`config.mk`:
```
export PLATFORM = sky130hd
export DESIGN_NAME = dcpet_top
export DESIGN_NICKNAME = d
export VERILOG_FILES = /design/src/inc/dcpet_pkg.sv /design/src/dcpet_top.sv /design/src/dcpet_edge.sv
export VERILOG_INCLUDE_DIRS = /design/src /design/src/inc
export SDC_FILE = /design/constraint.sdc
export NUM_CORES = 1
export LEC_CHECK = 0
export BUFFER_PORTS_ARGS = -buffer_cell sky130_fd_sc_hd__buf_2
export CORE_MARGIN = 4
export CORE_UTILIZATION = 32
export CTS_CLUSTER_DIAMETER = 60
export DETAILED_ROUTE_END_ITERATION = 6
export GPL_TIMING_DRIVEN = 0
export PLACE_DENSITY_LB_ADDON = 0.2
export RECOVER_POWER = 50
export SYNTH_ARGS = -nofsm -noshare
export SYNTH_HDL_FRONTEND = slang
export SYNTH_HIERARCHICAL = 1
export SYNTH_SLANG_ARGS = --single-unit
```
`constraint.sdc`:
```
create_clock -name CLK -period 3 [get_ports CLK]
set_input_delay 0 -clock CLK [delete_from_list [all_inputs] [get_ports CLK]]
set_output_delay 0 -clock CLK [all_outputs]
set_load 0.02 [all_outputs]
```
`src/inc/dcpet_defs.svh`:
```
// constants for the dual capture / pwm / event timer block
//------------------------------------------------------------------------------
// How it works
//------------------------------------------------------------------------------
// How it works
// - capture mode: pin A edge copies counter into A, pin B edge into B
// - capture edge polarity chosen separately for pin A and pin B by mode bits
// - pin A trigger sets pending A, pin B trigger sets pending B; both sticky
// - interrupt A only while enable A set; enable B gates source B alike
// - second timer's B input may come from the internal comparator output
// - capture mode: counter underflow sets the run/underflow bit as pending flag
// - capture mode interrupt A is (pending A or underflow) gated by enable A
// - pwm and event modes: run/underflow bit 1 runs, 0 stops the counter
// - enable flag 1 enables its interrupt source, 0 disables it
// - mode bits 000/001 event count, 101/100 pwm, bit2 set capture
// - capture: bit1 picks pin A edge, bit3 picks pin B edge, 0 rise 1 fall
// - all timer instances share one control structure and behaviour
// - pwm counts down; first underflow reloads A, then alternately from B
// - pwm reload from A sets pending A, reload from B sets pending B
// - event mode: pin B rising edge sets pending B, underflow sets pending A
`ifndef DCPET_DEFS_SVH
`define DCPET_DEFS_SVH

//------------------------------------------------------------------------------
// register map
//------------------------------------------------------------------------------
`define DCPET_CH_STRIDE_LSB 4
`define DCPET_REG_LSB       2
`define DCPET_OFF_CTRL      2'h0
`define DCPET_OFF_COUNT     2'h1
`define DCPET_OFF_RELOAD_A  2'h2
`define DCPET_OFF_RELOAD_B  2'h3
`define DCPET_ADDR_CFG      8'h30
`define DCPET_CFG_CMP_SEL   0

//------------------------------------------------------------------------------
// control register fields
//------------------------------------------------------------------------------
`define DCPET_C3   7
`define DCPET_C2   6
`define DCPET_C1   5
`define DCPET_C0   4
`define DCPET_PNDA 3
`define DCPET_ENA  2
`define DCPET_PNDB 1
`define DCPET_ENB  0
`define DCPET_CTRL_W 8

//------------------------------------------------------------------------------
// reset values and fixed figures
//------------------------------------------------------------------------------
`define DCPET_RST_CTRL 8'h00
`define DCPET_RST_CFG  1'h0
`define DCPET_CMP_CH   1

`endif

```
`src/inc/dcpet_pkg.sv`:
```
// types shared by the timer block
package dcpet_pkg;

   // decoded operating mode, one-hot
   typedef enum logic [2:0]
   {
      DCPET_EVENT   = 3'b001,
      DCPET_PWM     = 3'b010,
      DCPET_CAPTURE = 3'b100
   } dcpet_mode_type;

endpackage : dcpet_pkg

```
`src/dcpet_top.sv`:
```
// three-channel timer with pwm, event count and input capture, apb slave
//
// Chosen here: the placing of the registers and register access over APB.
`timescale 1ns/1ps
`include "dcpet_defs.svh"

module dcpet_top
#(
   parameter int N_TIMERS = 3,
   parameter int CNT_W    = 16
)
(
   input  wire logic                CLK,
   input  wire logic                RST_N,
   input  wire logic                CE,
   input  wire logic                PSEL,
   input  wire logic                PENABLE,
   input  wire logic                PWRITE,
   input  wire logic [7:0]          PADDR,
   input  wire logic [31:0]         PWDATA,
   output logic      [31:0]         PRDATA,
   output logic                     PREADY,
   output logic                     PSLVERR,
   input  wire logic [N_TIMERS-1:0] PIN_A_I,
   output logic      [N_TIMERS-1:0] PIN_A_O,
   output logic      [N_TIMERS-1:0] PIN_A_OE,
   input  wire logic [N_TIMERS-1:0] PIN_B_I,
   input  wire logic                CMP_OUT,
   output logic      [N_TIMERS-1:0] IRQ_A,
   output logic      [N_TIMERS-1:0] IRQ_B
);

   //---------------------------------------------------------------------------
   // elaboration checks
   //---------------------------------------------------------------------------
   initial
   begin
      if (N_TIMERS < 2 || N_TIMERS > 3)
         $error("N_TIMERS must be 2 or 3");
      if (CNT_W < 2 || CNT_W > 32)
         $error("CNT_W must be 2 to 32");
   end

   //---------------------------------------------------------------------------
   // decode functions
   //---------------------------------------------------------------------------
   // mode from bits 7 and 6 (C3, C2) of the control byte
   function automatic dcpet_pkg::dcpet_mode_type mode_of(input logic [`DCPET_CTRL_W-1:0] c);
      dcpet_pkg::dcpet_mode_type m;
      m = dcpet_pkg::DCPET_EVENT;
      if (c[`DCPET_C2])
         m = dcpet_pkg::DCPET_CAPTURE;
      else if (c[`DCPET_C3])
         m = dcpet_pkg::DCPET_PWM;
      return m;
   endfunction : mode_of

   // true for a mapped byte address
   function automatic logic addr_ok(input logic [7:0] a);
      logic ok;
      ok = (a == `DCPET_ADDR_CFG);
      if (a[1:0] == 2'h0 && 32'(a[7:`DCPET_CH_STRIDE_LSB]) < N_TIMERS)
         ok = 1'b1;
      return ok;
   endfunction : addr_ok

   //---------------------------------------------------------------------------
   // pin edge detection
   //---------------------------------------------------------------------------
   logic [N_TIMERS-1:0] a_rise;
   logic [N_TIMERS-1:0] a_fall;
   logic [N_TIMERS-1:0] b_rise;
   logic [N_TIMERS-1:0] b_fall;
   logic                cmp_rise;
   logic                cmp_fall;

   // one synchroniser per pin
   for (genvar g = 0; g < N_TIMERS; g++)
   begin : g_pin
      dcpet_edge u_edge_a
      (
         .CLK   (CLK),
         .RST_N (RST_N),
         .ce    (CE),
         .pin   (PIN_A_I[g]),
         .rise  (a_rise[g]),
         .fall  (a_fall[g])
      );
      dcpet_edge u_edge_b
      (
         .CLK   (CLK),
         .RST_N (RST_N),
         .ce    (CE),
         .pin   (PIN_B_I[g]),
         .rise  (b_rise[g]),
         .fall  (b_fall[g])
      );
   end

   // comparator output, asynchronous to this clock
   dcpet_edge u_edge_cmp
   (
      .CLK   (CLK),
      .RST_N (RST_N),
      .ce    (CE),
      .pin   (CMP_OUT),
      .rise  (cmp_rise),
      .fall  (cmp_fall)
   );

   //---------------------------------------------------------------------------
   // state
   //---------------------------------------------------------------------------
   logic [`DCPET_CTRL_W-1:0] ctrl_r   [N_TIMERS];
   logic [`DCPET_CTRL_W-1:0] ctrl_nxt [N_TIMERS];
   logic [CNT_W-1:0]         cnt_r    [N_TIMERS];
   logic [CNT_W-1:0]         cnt_nxt  [N_TIMERS];
   logic [CNT_W-1:0]         ra_r     [N_TIMERS];
   logic [CNT_W-1:0]         ra_nxt   [N_TIMERS];
   logic [CNT_W-1:0]         rb_r     [N_TIMERS];
   logic [CNT_W-1:0]         rb_nxt   [N_TIMERS];
   logic [N_TIMERS-1:0]      alt_r;
   logic [N_TIMERS-1:0]      alt_nxt;
   logic [N_TIMERS-1:0]      pin_o_r;
   logic [N_TIMERS-1:0]      pin_o_nxt;
   logic [N_TIMERS-1:0]      pin_oe_r;
   logic [N_TIMERS-1:0]      pin_oe_nxt;
   logic [N_TIMERS-1:0]      irq_a_r;
   logic [N_TIMERS-1:0]      irq_a_nxt;
   logic [N_TIMERS-1:0]      irq_b_r;
   logic [N_TIMERS-1:0]      irq_b_nxt;
   logic                     cmp_sel_r;
   logic                     cmp_sel_nxt;
   logic [31:0]              prdata_r;
   logic [31:0]              prdata_nxt;
   logic                     pready_r;
   logic                     pready_nxt;
   logic                     pslverr_r;
   logic                     pslverr_nxt;

   //---------------------------------------------------------------------------
   // apb slave
   //---------------------------------------------------------------------------
   logic       setup;
   logic       wr_en;
   logic [1:0] reg_sel;
   int         ch_sel;

   assign setup   = PSEL & ~PENABLE;
   assign wr_en   = PSEL & PENABLE & PWRITE & pready_r & ~pslverr_r;
   assign reg_sel = PADDR[`DCPET_REG_LSB +: 2];
   assign ch_sel  = 32'(PADDR[7:`DCPET_CH_STRIDE_LSB]);

   // one wait-free access phase; read data taken at setup
   always_comb
   begin
      pready_nxt  = pready_r;
      pslverr_nxt = pslverr_r;
      prdata_nxt  = prdata_r;
      cmp_sel_nxt = cmp_sel_r;
      if (CE)
      begin
         pready_nxt  = setup;
         pslverr_nxt = setup & ~addr_ok(PADDR);
         if (setup)
         begin
            prdata_nxt = 32'h0000_0000;
            if (PADDR == `DCPET_ADDR_CFG)
               prdata_nxt[`DCPET_CFG_CMP_SEL] = cmp_sel_r;
            else if (addr_ok(PADDR) && !PWRITE)
            begin
               case (reg_sel)
                  `DCPET_OFF_CTRL     : prdata_nxt[`DCPET_CTRL_W-1:0] = ctrl_r[ch_sel];
                  `DCPET_OFF_COUNT    : prdata_nxt[CNT_W-1:0] = cnt_r[ch_sel];
                  `DCPET_OFF_RELOAD_A : prdata_nxt[CNT_W-1:0] = ra_r[ch_sel];
                  `DCPET_OFF_RELOAD_B : prdata_nxt[CNT_W-1:0] = rb_r[ch_sel];
                  default             : prdata_nxt = 32'h0000_0000;
               endcase
            end
         end
         if (wr_en && PADDR == `DCPET_ADDR_CFG)
            cmp_sel_nxt = PWDATA[`DCPET_CFG_CMP_SEL];
      end
   end

   always_ff @(posedge CLK or negedge RST_N)
   begin
      if (!RST_N)
      begin
         pready_r  <= 1'b0;
         pslverr_r <= 1'b0;
         prdata_r  <= 32'h0000_0000;
         cmp_sel_r <= `DCPET_RST_CFG;
      end
      else
      begin
         pready_r  <= pready_nxt;
         pslverr_r <= pslverr_nxt;
         prdata_r  <= prdata_nxt;
         cmp_sel_r <= cmp_sel_nxt;
      end
   end

   //---------------------------------------------------------------------------
   // timer channels, identical logic per index
   //---------------------------------------------------------------------------
   always_comb
   begin
      dcpet_pkg::dcpet_mode_type m;
      logic [`DCPET_CTRL_W-1:0]  c;
      logic                      tick;
      logic                      uf;
      logic                      b_r;
      logic                      b_f;
      logic                      ev_a;
      logic                      ev_b;
      logic                      set_a;
      logic                      set_b;
      logic                      set_u;
      logic                      wr_ch;
      m     = dcpet_pkg::DCPET_EVENT;
      c     = '0;
      tick  = 1'b0;
      uf    = 1'b0;
      b_r   = 1'b0;
      b_f   = 1'b0;
      ev_a  = 1'b0;
      ev_b  = 1'b0;
      set_a = 1'b0;
      set_b = 1'b0;
      set_u = 1'b0;
      wr_ch = 1'b0;
      for (int i = 0; i < N_TIMERS; i++)
      begin
         ctrl_nxt[i]   = ctrl_r[i];
         cnt_nxt[i]    = cnt_r[i];
         ra_nxt[i]     = ra_r[i];
         rb_nxt[i]     = rb_r[i];
         alt_nxt[i]    = alt_r[i];
         pin_o_nxt[i]  = pin_o_r[i];
         pin_oe_nxt[i] = pin_oe_r[i];
         irq_a_nxt[i]  = irq_a_r[i];
         irq_b_nxt[i]  = irq_b_r[i];
         if (CE)
         begin
            c     = ctrl_r[i];
            m     = mode_of(c);
            wr_ch = wr_en && ch_sel == i && PADDR != `DCPET_ADDR_CFG;
            // pin B path, comparator on the selected channel
            b_r = b_rise[i];
            b_f = b_fall[i];
            if (i == `DCPET_CMP_CH && cmp_sel_r)
            begin
               b_r = cmp_rise;
               b_f = cmp_fall;
            end
            set_a = 1'b0;
            set_b = 1'b0;
            set_u = 1'b0;
            ev_a  = 1'b0;
            ev_b  = 1'b0;
            // software writes first, hardware updates below override
            if (wr_ch && reg_sel == `DCPET_OFF_CTRL)
               ctrl_nxt[i] = PWDATA[`DCPET_CTRL_W-1:0];
            if (wr_ch && reg_sel == `DCPET_OFF_RELOAD_A)
               ra_nxt[i] = PWDATA[CNT_W-1:0];
            if (wr_ch && reg_sel == `DCPET_OFF_RELOAD_B)
               rb_nxt[i] = PWDATA[CNT_W-1:0];
            // count enable per mode
            case (m)
               dcpet_pkg::DCPET_PWM     : tick = c[`DCPET_C0];
               dcpet_pkg::DCPET_EVENT   : tick = c[`DCPET_C0] & (c[`DCPET_C1] ? a_fall[i] : a_rise[i]);
               dcpet_pkg::DCPET_CAPTURE : tick = 1'b1;
               default                  : tick = 1'b0;
            endcase
            uf = tick && cnt_r[i] == '0;
            if (tick)
               cnt_nxt[i] = cnt_r[i] - 1'b1;
            case (m)
               dcpet_pkg::DCPET_PWM :
               begin
                  if (uf)
                  begin
                     cnt_nxt[i] = alt_r[i] ? rb_r[i] : ra_r[i];
                     set_a      = ~alt_r[i];
                     set_b      = alt_r[i];
                     alt_nxt[i] = ~alt_r[i];
                     if (c[`DCPET_C1])
                        pin_o_nxt[i] = ~pin_o_r[i];
                  end
                  if (!c[`DCPET_C0])
                     alt_nxt[i] = 1'b0;
               end
               dcpet_pkg::DCPET_EVENT :
               begin
                  if (uf)
                  begin
                     cnt_nxt[i] = ra_r[i];
                     set_a      = 1'b1;
                  end
                  set_b      = b_r;
                  alt_nxt[i] = 1'b0;
               end
               dcpet_pkg::DCPET_CAPTURE :
               begin
                  ev_a  = c[`DCPET_C1] ? a_fall[i] : a_rise[i];
                  ev_b  = c[`DCPET_C3] ? b_f : b_r;
                  set_a = ev_a;
                  set_b = ev_b;
                  set_u = uf;
                  if (ev_a)
                     ra_nxt[i] = cnt_r[i];
                  if (ev_b)
                     rb_nxt[i] = cnt_r[i];
                  alt_nxt[i] = 1'b0;
               end
               default : alt_nxt[i] = 1'b0;
            endcase
            // counter write beats the hardware decrement
            if (wr_ch && reg_sel == `DCPET_OFF_COUNT)
               cnt_nxt[i] = PWDATA[CNT_W-1:0];
            // sticky flags, hardware set wins over a clear
            if (set_a)
               ctrl_nxt[i][`DCPET_PNDA] = 1'b1;
            if (set_b)
               ctrl_nxt[i][`DCPET_PNDB] = 1'b1;
            if (set_u)
               ctrl_nxt[i][`DCPET_C0] = 1'b1;
            // pin A driven only in pwm toggle mode
            pin_oe_nxt[i] = (mode_of(ctrl_nxt[i]) == dcpet_pkg::DCPET_PWM) && ctrl_nxt[i][`DCPET_C1];
            // interrupt requests from the flags as they will stand
            irq_a_nxt[i] = ctrl_nxt[i][`DCPET_ENA] & (ctrl_nxt[i][`DCPET_PNDA] |
                           (ctrl_nxt[i][`DCPET_C0] &
                           (mode_of(ctrl_nxt[i]) == dcpet_pkg::DCPET_CAPTURE)));
            irq_b_nxt[i] = ctrl_nxt[i][`DCPET_ENB] & ctrl_nxt[i][`DCPET_PNDB];
         end
      end
   end

   always_ff @(posedge CLK or negedge RST_N)
   begin
      if (!RST_N)
      begin
         for (int i = 0; i < N_TIMERS; i++)
         begin
            ctrl_r[i] <= `DCPET_RST_CTRL;
            cnt_r[i]  <= '0;
            ra_r[i]   <= '0;
            rb_r[i]   <= '0;
         end
         alt_r    <= '0;
         pin_o_r  <= '0;
         pin_oe_r <= '0;
         irq_a_r  <= '0;
         irq_b_r  <= '0;
      end
      else
      begin
         for (int i = 0; i < N_TIMERS; i++)
         begin
            ctrl_r[i] <= ctrl_nxt[i];
            cnt_r[i]  <= cnt_nxt[i];
            ra_r[i]   <= ra_nxt[i];
            rb_r[i]   <= rb_nxt[i];
         end
         alt_r    <= alt_nxt;
         pin_o_r  <= pin_o_nxt;
         pin_oe_r <= pin_oe_nxt;
         irq_a_r  <= irq_a_nxt;
         irq_b_r  <= irq_b_nxt;
      end
   end

   //---------------------------------------------------------------------------
   // outputs, all straight from flops
   //---------------------------------------------------------------------------
   assign PRDATA   = prdata_r;
   assign PREADY   = pready_r;
   assign PSLVERR  = pslverr_r;
   assign PIN_A_O  = pin_o_r;
   assign PIN_A_OE = pin_oe_r;
   assign IRQ_A    = irq_a_r;
   assign IRQ_B    = irq_b_r;

endmodule : dcpet_top

```
`src/dcpet_edge.sv`:
```
// pin synchroniser with rising and falling edge pulses
`timescale 1ns/1ps

module dcpet_edge
(
   input  wire logic CLK,
   input  wire logic RST_N,
   input  wire logic ce,
   input  wire logic pin,
   output logic      rise,
   output logic      fall
);

   logic meta_r;
   logic sync_r;
   logic prev_r;
   logic meta_nxt;
   logic sync_nxt;
   logic prev_nxt;

   // two-stage sync, third stage holds last sample
   always_comb
   begin
      meta_nxt = meta_r;
      sync_nxt = sync_r;
      prev_nxt = prev_r;
      if (ce)
      begin
         meta_nxt = pin;
         sync_nxt = meta_r;
         prev_nxt = sync_r;
      end
   end

   always_ff @(posedge CLK or negedge RST_N)
   begin
      if (!RST_N)
      begin
         meta_r <= 1'b0;
         sync_r <= 1'b0;
         prev_r <= 1'b0;
      end
      else
      begin
         meta_r <= meta_nxt;
         sync_r <= sync_nxt;
         prev_r <= prev_nxt;
      end
   end

   // compare successive samples
   assign rise = sync_r & ~prev_r;
   assign fall = ~sync_r & prev_r;

endmodule : dcpet_edge

```
# Yosys cells after proc, flatten, opt, wreduce, memory -nomap -nowiden
# Index checks and enable logic that the tools add are counted.
dict set report totals {
  reg_bits 239
  latch_bits 0
  mem_bits_rw 0
  romBits 0
  inputBits 53
  out_inout_bits 46
  memories 0
}
dict set report classes {
  n_addsub 3
  mul 0
  div 0
  n_lt_le_gt_ge 2
  n_eq_ne 25
  shift 0
  n_mux 153
  bitwise 59
  reduce_logical 42
}
# cell n
set ops {}
lappend ops {{2-to-1 mux 16 bit} 40}
lappend ops {{binary-select mux 16 bit (select 2 bit)} 3}
lappend ops {{one-hot mux 16 bit (2 select lines)} 3}
lappend ops {{2-to-1 mux 1 bit} 68}
lappend ops {{2-to-1 mux 8 bit} 8}
lappend ops {{logical NOT 16 bit} 3}
lappend ops {{subtractor 16 x 1 -> 16 bit, second input constant} 3}
lappend ops {{2-to-1 mux 3 bit} 12}
lappend ops {{AND 1 bit} 32}
lappend ops {{>= comparator 32 x 3 -> 1 bit, second input constant} 1}
lappend ops {{logical NOT 32 bit} 1}
lappend ops {{inverter 4 -> 32 bit} 1}
lappend ops {{one-hot mux 8 bit (4 select lines)} 1}
lappend ops {{2-to-1 mux 31 bit} 1}
lappend ops {{logical AND 1 bit} 27}
lappend ops {{one-hot mux 1 bit (3 select lines)} 9}
lappend ops {{one-hot mux 8 bit (3 select lines)} 1}
lappend ops {{inverter 1 bit} 23}
lappend ops {{== test 3 x 2 -> 1 bit, second input constant} 6}
lappend ops {{== test 3 bit, second input constant} 6}
lappend ops {{binary-select mux 8 bit (select 2 bit)} 1}
lappend ops {{2-to-1 mux 2 bit} 6}
lappend ops {{AND reduction 4 bit} 3}
lappend ops {{AND reduction 2 bit} 5}
lappend ops {{other kinds (12)} 20}

# Depth between registers and ports, before layout
# Gate-level depths: netlist (run 1).
dict set report depth {
  word_depth 16
  mapped_depth 10
  ltp_nobuf 8
}

# Modules after synthesis
# The synthesis (run 1) kept the hierarchy.
# module n_inst cells_per_inst area_each_um2 seq_area_each_um2
set by_module_without_submodules {}
lappend by_module_without_submodules {dcpet_top 1 1561 13316.5 5054.8}
lappend by_module_without_submodules {dcpet_edge 7 8 121.4 75.1}

# Worst setup path before layout (run 1)
# OpenSTA, ideal clock, no wires.
dict set report synth_path {
  kind {reg-to-reg}
  start {register pslverr_r, in the netlist PSLVERR}
  end {register rb_r[12] in the netlist's numbering}
  arrival_ns 2.201
  required_time_ns 2.863
  setup_slack_ns 0.662
  path_stages_with_launch 9
  n_path_buf 2
  period_less_slack_ns 2.338
  cell_sequence {dfrtp_1 nand4b_1 or4_4 or3_4 nand2b_1 buf_2 buf_6 o22ai_1 a21oi_1}
}
dict set report synth_between {
  elab_chain_len 8
}
# element line
set synth_lines {}
lappend synth_lines {{from (decl)} dcpet_top.sv:138} ;# logic pslverr_r;
lappend synth_lines {{from (signal assigned)} dcpet_top.sv:198} ;# pslverr_r <= pslverr_nxt;
lappend synth_lines {{inverter 1 bit *} dcpet_top.sv:150} ;# assign wr_en = PSEL & PENABLE & PWRITE & pready_r & ~pslverr_r;
lappend synth_lines {{AND 1 bit *} dcpet_top.sv:150}
lappend synth_lines {{logical AND 1 bit *} dcpet_top.sv:248} ;# wr_ch = wr_en && ch_sel == i && PADDR != `DCPET_ADDR_CFG;
lappend synth_lines {{logical AND 1 bit (no line) * (2 in series)} -}
lappend synth_lines {{2-to-1 mux 16 bit *} dcpet_top.sv:267} ;# if (wr_ch && reg_sel == `DCPET_OFF_RELOAD_B)
lappend synth_lines {{2-to-1 mux 16 bit} dcpet_top.sv:313} ;# if (ev_b)
lappend synth_lines {{2-to-1 mux 16 bit *} dcpet_top.sv:279} ;# case (m)
lappend synth_lines {{to (signal, indexed assignment)} dcpet_top.sv:364} ;# rb_r[i] <= rb_nxt[i];
lappend synth_lines {{to (decl)} dcpet_top.sv:120} ;# logic [CNT_W-1:0] rb_r [N_TIMERS];
# Mark *: on every way between the ends. The rest lies on a longest branch, timed or not.
# A chain may end at the register's enable or synchronous reset.

# Worst setup path after layout (run 1)
dict set report layout_path {
  start {register cnt_r[38] in the netlist's numbering}
  end {register cnt_r[40] in the netlist's numbering}
}
dict set report layout_between {
  elab_chain_len 5
  word_cells_on_any_way 8
  classes_between {add/sub (1); mux (5); reduce/logical (2)}
}
# element line
set layout_lines {}
lappend layout_lines {{from (decl)} dcpet_top.sv:116} ;# logic [CNT_W-1:0] cnt_r [N_TIMERS];
lappend layout_lines {{from (signal, indexed assignment)} dcpet_top.sv:362} ;# cnt_r[i] <= cnt_nxt[i];
lappend layout_lines {{subtractor 16 x 1 -> 16 bit / logical NOT 16 bit (equally long branches)} {dcpet_top.sv:278, dcpet_top.sv:276}}
lappend layout_lines {{2-to-1 mux 16 bit / logical AND 1 bit (equally long branches)} {dcpet_top.sv:277, dcpet_top.sv:276}}
lappend layout_lines {{2-to-1 mux 16 bit (on tied branches)} {dcpet_top.sv:296, dcpet_top.sv:282}}
lappend layout_lines {{one-hot mux 16 bit (2 select lines) *} dcpet_top.sv:279}
lappend layout_lines {{2-to-1 mux 16 bit *} dcpet_top.sv:320} ;# if (wr_ch && reg_sel == `DCPET_OFF_COUNT)
# Marks and branches as above.

==> results of run 1 <==
## cell families (layout without fill, tap and decap cells)
| family | after synthesis | in the layout | share of synthesized area (%) |
|---|---|---|---|
| simple gates | 531 | 531 | 18.8 |
| compound gates | 505 | 505 | 22.7 |
| flops | 223 | 223 | 39.4 |
| buf+inv | 186 | 338 | 5.93 |
| mux | 149 | 149 | 11.6 |
| xor+xnor | 16 | 16 | 0.989 |
| fa+ha+maj | 6 | 6 | 0.530 |
| other cells | 1 | 16 | 0.0265 |
## through the flow
stage               std cells  TNS, ns
floorplan                1632        0
global placement         2278  -528.90
detailed placement       2280    -5.41
CTS                      2366        0
global route             2369        0
finish                   2369        0
## final cells by class
type                    instances  area, µm²
flip-flops and latches        223       5580
repair buffers                 95        601
multi-input cells            1223       7830
inverters                      23       86.3
well taps                     585        732
clock inverters                17        174
plain buffers                 163        756
fillers                      4468      26800
clock buffers                  40        870
## metal layers
layer  wire, µm  GRT usage, %  vias up
met1      25900          34.7     6758
met5         30             0        -
met3       5100          3.95      161
met4       2870          10.3        4
li1           -             -     6240
met2      27700          40.2      710
## worst max path at each step
stage / start / to / cells after the start
2_1_floorplan: PSLVERR / rb_r[12] / 8
3_3_place_gp: RST_N / cnt_r[10] / 1
3_5_place_dp: CE / IRQ_B[0] / 6
4_1_cts: cnt_r[32] / IRQ_B[0] / 10
5_1_grt: ctrl_r[15] / IRQ_A[1] / 6
6_report: cnt_r[38] / cnt_r[40] / 7
## repair_timing
| action | 4_1_cts | 5_1_grt |
|---|---|---|
| resized for setup | 0 | 10 |
| hold buffers | 28 | 0 |
| endpoints found under the hold margin | 259 | 0 |
| endpoints found under the setup margin | 1 | 26 |
| gates cloned | 0 | 0 |
| setup buffers | 1 | 3 |
| pin swaps | 1 | 2 |
## critical path, stage by stage (launching register included)
cell	delay [ns]
dfrtp_1	0.36
clkbuf_1	0.27
or4_1	0.62
nor3_2	0.31
nand3b_1	0.40
o31ai_2	0.34
o21ai_0	0.23
a21o_1	0.24
## flip-flops by register name (all words and copies together), names as in the netlist, 16 cells and up
name,count
PRDATA,16
cnt_r,48
ctrl_r,24
ra_r,48
rb_r,48
## cells in the mapped netlist (all sizes together) (4+ instances only)
library cell / number / area, µm²
o221a: 17 / 191
o2bb2ai: 11 / 96.3
a2bb2oi: 4 / 35.0
nand4: 14 / 93.8
and3: 10 / 62.6
buf: 58 / 359
and2: 8 / 50.1
a21o: 5 / 37.5
nor3: 52 / 287
dfrtp: 223 / 5580
nor2b: 23 / 144
o211ai: 21 / 158
o31ai: 9 / 72.6
xnor2: 11 / 96.3
ha: 6 / 75.1
a21oi: 154 / 782
nor2: 165 / 619
nor4: 22 / 180
a22oi: 11 / 82.6
nor4b: 8 / 76.3
o21a: 10 / 75.1
o21ai: 101 / 509
xor2: 5 / 43.8
mux2: 57 / 642
nand3: 46 / 230
mux2i: 85 / 851
a211oi: 10 / 75.1
clkbuf: 105 / 394
nand2b: 26 / 163
a22o: 5 / 43.8
or3: 11 / 73.8
a211o: 4 / 35.0
nand2: 120 / 453
inv: 23 / 86.3
a31oi: 16 / 100
or4: 10 / 90.1
o221ai: 10 / 87.6
mux4: 7 / 158
o22ai: 86 / 538
or2: 5 / 31.3
## where the power goes
part	internal, mW	switching (mW)
combinational	0.542	1.06
sequential	3.23	0.220
clock	2.23	1.57
total	6.00	2.85
==> metrics.yaml, run 1 <==
run_status:
  status: "finished with violations"
  violations: "capacitance limit, slew limit"
routing:
  ant_nets: 0
  route.detailed.wl_per_inst_um: 26.0
  drt_pass1_iterations: 6
  via_per_inst: 5.86
  vias: 13873
  drt-total-wl_mm: 61.6
  drt_iter0_markers: 1636
  drcViolationCount: 0
power:
  peakVddDrop_uv: 379
  p_leak_nw: 7.02
  p_total_mw: 8.85
  p_per_area_nw_per_um2: 532
cts:
  numCtsBuffers: 31
  clock_sinks: 223
  clk_pin_slew_ns: 0.06
  cts-root-buf: "clkbuf_16"
  htree_levels: 1
  clock_latency_ns: 0.60
  cts_tree: "done"
  cts_buffer_depth: 3
hold_path:
  hold_start: "PADDR[0]"
  hp-class: "in2reg"
  hold_end: "PRDATA[1]"
  holdPathStages: 6
finish:
  layout_commonest_cell: "dfrtp_1"
  final_util_pct: 38.3
  n_antenna_cell: 0
  final_cell_mix: "223 x dfrtp_1, 165 x nor2_1, 153 x a21oi_1"
  layout.nets: 1819
  stdcell_area_um2: 16600
  syn2layout_area_growth_pct: 17.4
  drive_gt1_share_pct: 14.9
floorplan:
  start_util_pct: 32.6
  dieArea_um2: 47700
  die_w_um: 218
  fp.dieH_um: 218
  num_rows: 76
  coreArea_um2: 43500
  io_pins: 99
worst_setup_path:
  ff2ff_path_depth: 7
  rr_startpoint: "cnt_r[38]"
  regToRegEndpoint: "cnt_r[40]"
  required_ns: 3.47
  worstPathArrival_ns: 3.37
  cp-end-kind: "flip-flop"
  start_kind: "flip-flop"
  critPathKind: "reg2reg"
  cp_max_fo: 10
  ff2ff_setup_slack_ns: 0.10
placed_design:
  port_buffers: 61
  dp_hpwl_mm: 46.6
  gp_congestion: 0.980
  place_ws_ns: -0.248
  placed_area_um2: 15300
synth:
  ys_seq_area_share_pct: 39.4
  synthCells: 1617
  yosysUniqueCellTypes: 86
  yosysWarnings: 6
  synth_flop_cell: "dfrtp_1"
  async_flop_share_pct: 100
  synth_edf_count: 0
  syn_avg_cell_area_um2: 8.76
  synth_area_um2: 14200
  synth_seq_cells: 223
timing:
  drv_slew: 91
  worst_pin_slew_ns: 1.52
  post-route-period-util_pct: 96.6
  post-route-min-period_ns: 2.90
  max_freq_ghz: 0.345
  finalHoldViolCount: 0
  slew_headroom_pct: -1.58
  fin_skew_ns: 0.0206
  setup_slack_ns: 0.101
  holdWs_ns: 0.0356
  setup_viol: 0
  grt_setup_unrepaired: "false"
grt:
  grt_pass1_wl_mm: 90.9
  grt.overflow.total: 0
  grt_max_degree: 103
  antenna_found_initial: 2
  grt_pass1_vias: 13495
  grt_usage_pct: 25.3
flow_run:
  drv_cap: 1
Note: power is estimated with default switching activity, not from simulation.
==> inputs of run 2 (changes only) <==
PLACE_DENSITY = 0.51   (was default)
PLACE_DENSITY_LB_ADDON = default   (was 0.2)
==> run 2 against run 1 <==
  * The flow still finishes with violations (capacitance limit, slew limit)
  * Core utilization is 0.18 points higher
  * Clock skew is 0.0014 ns lower
  * Global-route usage is 0.29 points higher
  * Cell count is 0.25% lower
  * Non-clock buffer count is 10 lower
  * Count of clock-buffer cells in the layout is 8 higher
  * Critical path depth is 1 lower
  * Register-to-register slack worse by 0.03 ns
  * Sequential cell count stayed put
  * Final area is 0.48% higher
  * Clock power is 11% higher
  * Worst setup slack worse by 0.028 ns
  * Critical path type unchanged
  * Largest power group unchanged
==> metrics.yaml, run 2 (synthesized netlist as in run 1, its figures left out) <==
worst_setup_path:
  critPathKind: "reg2reg"
  cp-end-kind: "flip-flop"
  start_kind: "flip-flop"
  cp_max_fo: 10  # unchanged
  worstPathArrival_ns: 3.34  # -0.03 ns
  required_ns: 3.41  # -0.06 ns
placed_design:
  port_buffers: 61  # unchanged
  dp.cells: 2280  # unchanged
  dp_hpwl_mm: 46.8  # +0.37%
  place_ws_ns: -0.260  # -0.0117 ns
  gp_congestion: 0.980  # about the same
power:
  p_per_area_nw_per_um2: 556  # +4.4%
  peakVddDrop_uv: 322  # -15%
  p_leak_nw: 7.01  # -0.10%
  p_total_mw: 9.28  # +4.9%
floorplan:
  num_rows: 76  # unchanged
  coreArea_um2: 43500  # unchanged
  fp.dieH_um: 218  # unchanged
  dieArea_um2: 47700  # unchanged
  start_util_pct: 32.6  # unchanged
  die_w_um: 218  # unchanged
  io_pins: 99  # unchanged
finish:
  n_antenna_cell: 0  # unchanged
  drive_gt1_share_pct: 14.3  # -0.57 points
  fill_cells: 4473  # +0.11%
  layout_commonest_cell: "dfrtp_1"
  multiInputGateArea_um2: 7820  # about the same
  reg.largest.list: "cnt_r (48), ra_r (48), rb_r (48)"
  layout.nets: 1812  # -0.38%
  final_util_pct: 38.4  # +0.18 points
  seq_area_um2: 5580  # unchanged
  final_cell_mix: "223 x dfrtp_1, 165 x nor2_1, 153 x a21oi_1"
  fin_cells: 2363  # -0.25%
  syn2layout_area_growth_pct: 17.9
timing:
  setup_viol: 0  # unchanged
  fin_skew_ns: 0.0192  # -0.00140 ns
  finalHoldViolCount: 0  # unchanged
  slew_headroom_pct: -37.9  # -36 points
  setup_slack_ns: 0.0732  # -0.0277 ns
  holdWs_ns: 0.0160  # -0.0196 ns
  post-route-min-period_ns: 2.93  # +0.0277 ns
  worst_pin_slew_ns: 2.07  # +0.545 ns
  post-route-period-util_pct: 97.6  # +0.92 points
  max_freq_ghz: 0.342  # -0.95%
  drv_slew: 79  # -13%
  grt_setup_unrepaired: "false"
routing:
  vias: 13920  # +0.34%
  drt-total-wl_mm: 62.3  # +1.2%
  via_per_inst: 5.89  # +0.59%
  drcViolationCount: 0  # unchanged
  route.detailed.wl_per_inst_um: 26.4  # +1.4%
  drt_pass1_iterations: 5  # -1
  drt_iter0_markers: 1752  # +7.1%
  ant_nets: 0  # unchanged
grt:
  antenna_found_initial: 1  # -1
  grt_pass1_vias: 13397  # -0.73%
  grt_usage_pct: 25.6  # +0.29 points
  grt_max_degree: 83  # -19%
  grt.overflow.total: 0  # unchanged
  grt_pass1_wl_mm: 91.1  # +0.22%
cts:
  cts-root-buf: "clkbuf_16"
  htree_levels: 2  # +1
  clk_pin_slew_ns: 0.06  # about the same
  cts_buffer_depth: 3  # unchanged
  cts_tree: "done"
  clock_sinks: 223  # unchanged
  clock_latency_ns: 0.54  # -0.06 ns
  numCtsBuffers: 34  # +9.7%
run_status:
  status: "finished with violations"
  violations: "capacitance limit, slew limit"
flow_run:
  drv_cap: 1  # unchanged
hold_path:
  hp-class: "in2reg"
## run 2: final cells by class
type                            instances  share of cell area, %
Buffer                                163                   4.52
Inverter                               23                  0.517
Sequential cell                       223                   33.4
Multi-Input combinational cell       1223                   46.8
Tap cell                              585                   4.38
Timing Repair Buffer                   85                   3.21
Clock buffer                           48                   6.15
Clock inverter                         13                  0.996
## run 2: power breakdown
part,switching [mW],internal [mW]
clock network,1.56,2.66
logic,1.07,0.542
registers,0.224,3.23
total,2.85,6.43
## run 2: worst paths after layout
path	from	end	slack, ns	cells after the start
max	PSLVERR	cnt_r[18]	0.07	6
min	PWDATA[5]	cnt_r[37]	0.02	4
min in group asynchronous	RST_N	u_edge_cmp/meta_r	0.60	2
max reg2reg	PSLVERR	cnt_r[18]	0.07	6
max in group asynchronous	RST_N	ra_r[8]	0.79	4
min reg2reg	PIN_A_O[0]	PIN_A_O[0]	0.47	1
## run 2: stage by stage
stage                     setup TNS (ns)  instance area [µm²]
after floorplan                        0                14200
after global placement           -522.36                15300
after detailed placement           -5.20                15300
after CTS                              0                16700
after global routing                   0                16700
final                                  0                16700
## run 2: critical path, stage by stage (launching register included)
cell and delay [ns]:
dfrtp_1 0.40, and4b_1 0.37, nand3_1 0.29, o21ai_0 0.90, clkbuf_1 0.44, a211oi_1 0.10
a221o_1 0.29
## run 2: what timing repair did
item / in CTS / in global routing
resized for setup: 0 / 9
hold endpoints to repair: 110 / 0
buffers inserted: 0 / 3
setup endpoints to repair: 0 / 21
hold buffers: 19 / 0
## run 2: layer usage
layer  up-vias  routed length [µm]  GRT usage, %
met5         -                   8             0
met4         2                2540          9.96
met3       147                4980          3.93
met2       721               28200          40.4
met1      6842               26500          35.5
li1       6208                   -             -
==> inputs of run 3 (changes only) <==
CTS_CLUSTER_DIAMETER = default   (was 60)
clock period = 3.2 ns   (was 3 ns; I/O delays follow)
==> run 3 against run 2 <==
  * The flow still finishes with violations (capacitance limit, slew limit)
  * Worst setup slack worse by 0.034 ns
  * Count of clock-buffer cells in the layout is 6 lower
  * Sequential share of layout area is 0.46 points higher
  * Worst hold slack better by 0.034 ns
  * Maximum frequency is 7.4% lower
  * Wire length is 0.29% lower
  * Register-to-register slack worse by 0.03 ns
  * Clock skew is 0.0023 ns lower
  * Critical endpoint is now IRQ_B[0]
  * Largest cell class unchanged
==> metrics.yaml, run 3 (synthesized netlist as in run 1, its figures left out) <==
finish:
  reg.largest.list: "cnt_r (48), ra_r (48), rb_r (48)"
  layout.nets: 1808  # -0.22%
  final_cell_mix: "223 x dfrtp_1, 165 x nor2_1, 153 x a21oi_1"
  stdcell_area_um2: 16500  # -1.4%
  layout_commonest_cell: "dfrtp_1"
  final_util_pct: 37.9  # -0.52 points
  drive_gt1_share_pct: 13.7  # -0.69 points
  syn2layout_area_growth_pct: 16.3
  fill_cells: 4503  # +0.67%
  fin_cells: 2358  # -0.21%
hold_path:
  hp-class: "in2reg"
  hold_start: "PWDATA[9]"
  holdPathStages: 5  # +1
  hold_end: "cnt_r[41]"
power:
  peakVddDrop_uv: 374  # +16%
  p_total_mw: 8.10  # -13%
  p_leak_nw: 6.92  # -1.4%
  p_per_area_nw_per_um2: 492  # -12%
worst_setup_path:
  rr_startpoint: "cnt_r[39]"
  ff2ff_path_depth: 8  # +2
  start_kind: "flip-flop"
  cp-end-kind: "flip-flop"
  worstPathArrival_ns: 3.64  # +0.30 ns
  ff2ff_setup_slack_ns: 0.04  # -0.03 ns
  regToRegEndpoint: "IRQ_B[0]"
  required_ns: 3.68  # +0.27 ns
  cp_max_fo: 9  # -1
  critPathKind: "reg2reg"
timing:
  grt_setup_unrepaired: "false"
  finalHoldViolCount: 0  # unchanged
  setup_viol: 0  # unchanged
  fin_skew_ns: 0.0170  # -0.00227 ns
  finalSetupTns_ns: 0  # unchanged
  worst_pin_slew_ns: 2.05  # -0.0146 ns
  slew_headroom_pct: -36.9  # +0.98 points
  post-route-period-util_pct: 98.8  # +1.2 points
  drv_slew: 79  # unchanged
  post-route-min-period_ns: 3.16  # +0.234 ns
  max_freq_ghz: 0.316  # -7.4%
routing:
  drt_iter0_markers: 1597  # -8.8%
  drt-total-wl_mm: 62.1  # -0.29%
  drcViolationCount: 0  # unchanged
  vias: 13869  # -0.37%
  via_per_inst: 5.88  # -0.16%
  route.detailed.wl_per_inst_um: 26.3  # about the same
  ant_nets: 0  # unchanged
  drt_pass1_iterations: 7  # +2
grt:
  grt_max_degree: 83  # unchanged
  antenna_found_initial: 1  # unchanged
  grt_usage_pct: 25.4  # -0.21 points
  grt_pass1_vias: 13304  # -0.69%
  grt.overflow.total: 0  # unchanged
  grt_pass1_wl_mm: 90.9  # -0.26%
placed_design:
  port_buffers: 61  # unchanged
  gp_congestion: 0.980  # unchanged
  placed_area_um2: 15300  # unchanged
  dp.cells: 2280  # unchanged
  dp_hpwl_mm: 46.8  # unchanged
cts:
  clock_sinks: 223  # unchanged
  cts-root-buf: "clkbuf_16"
  cts_buffer_depth: 3  # unchanged
  numCtsBuffers: 29  # -15%
  htree_levels: 1  # -1
  cts_tree: "done"
  clk_pin_slew_ns: 0.06  # about the same
  clock_latency_ns: 0.58  # +0.04 ns
floorplan:
  coreArea_um2: 43500  # unchanged
  die_w_um: 218  # unchanged
  num_rows: 76  # unchanged
  start_util_pct: 32.6  # unchanged
  fp.dieH_um: 218  # unchanged
  io_pins: 99  # unchanged
  dieArea_um2: 47700  # unchanged
run_status:
  status: "finished with violations"
  violations: "capacitance limit, slew limit"
flow_run:
  drv_cap: 1  # unchanged
[run 3: changes by cell type in the layout (fill, tap and decap cells not counted), moves of 2 or more]
cell / previous run / this run
clkbuf_16: 37 / 29
clkinv_2: 1 / 5
dlygate4sd3_1: 19 / 23
buf_4: 22 / 19
clkinvlp_4: 6 / 3
clkbuf_1: 138 / 140
clkbuf_2: 3 / 1
clkbuf_8: 6 / 8
[run 3: worst max-delay path by stage]
stage	startpoint	end	slack, ns
final	cnt_r[39]	IRQ_B[0]	0.04
after global routing	cnt_r[38]	cnt_r[37]	0.01
after global placement	RST_N	rb_r[11]	-2.15
after detailed placement	CE	IRQ_B[0]	-0.06
after CTS	cnt_r[32]	IRQ_B[0]	0.21
after floorplan	PSLVERR	rb_r[12]	0.86
[run 3: metal layers]
layer	track usage [%]	part of all wire [%]	vias up
met3	3.55	7.9	121
met5	0	0	-
met4	8.74	3.9	0
met1	35.6	43	6802
met2	40.5	45	731
li1	-	-	6215
[run 3: final cells by class]
cell class | instances | area [µm²] | area share, %
Clock inverter | 12 | 125 | 0.759
Buffer | 163 | 753 | 4.57
Timing Repair Buffer | 86 | 537 | 3.26
Inverter | 23 | 86.3 | 0.524
Sequential cell | 223 | 5580 | 33.9
Clock buffer | 42 | 855 | 5.19
Multi-Input combinational cell | 1223 | 7810 | 47.4
Antenna cell | 1 | 2.50 | 0.0152
Tap cell | 585 | 732 | 4.44
[run 3: report_power, final]
| group | internal, mW | switching, mW | leakage, nW | total (mW) |
|---|---|---|---|---|
| clock | 2.01 | 1.37 | 0.478 | 3.38 |
| sequential | 3.03 | 0.204 | 2.90 | 3.23 |
| combinational | 0.497 | 0.995 | 3.54 | 1.49 |
| total | 5.53 | 2.57 | 6.92 | 8.10 |
[run 3: what timing repair did]
| item | in CTS | in global routing |
|---|---|---|
| hold buffers | 23 | 0 |
| buffers inserted | 0 | 0 |
| endpoints found under the hold margin | 188 | 0 |
| endpoints found under the setup margin | 0 | 4 |
| resized for setup | 0 | 1 |
[run 3: stage by stage]
stage | setup WS (ns) | hold WS, ns
after floorplan | 0.862 | -0.296
after global placement | -2.15 | 0.233
after detailed placement | -0.0595 | 0.0378
after CTS | 0.210 | 0.0214
after global routing | 0.0142 | 0.0732
final | 0.0389 | 0.0495
[run 3: critical path: stages, from the launching register on]
cell	delay, ns
dfrtp_1	0.36
clkbuf_1	0.23
nor4_2	0.69
nand4_2	0.46
or2_0	0.33
clkbuf_1	0.31
o21ai_0	0.37
o211ai_1	0.16
o21ai_0	0.15
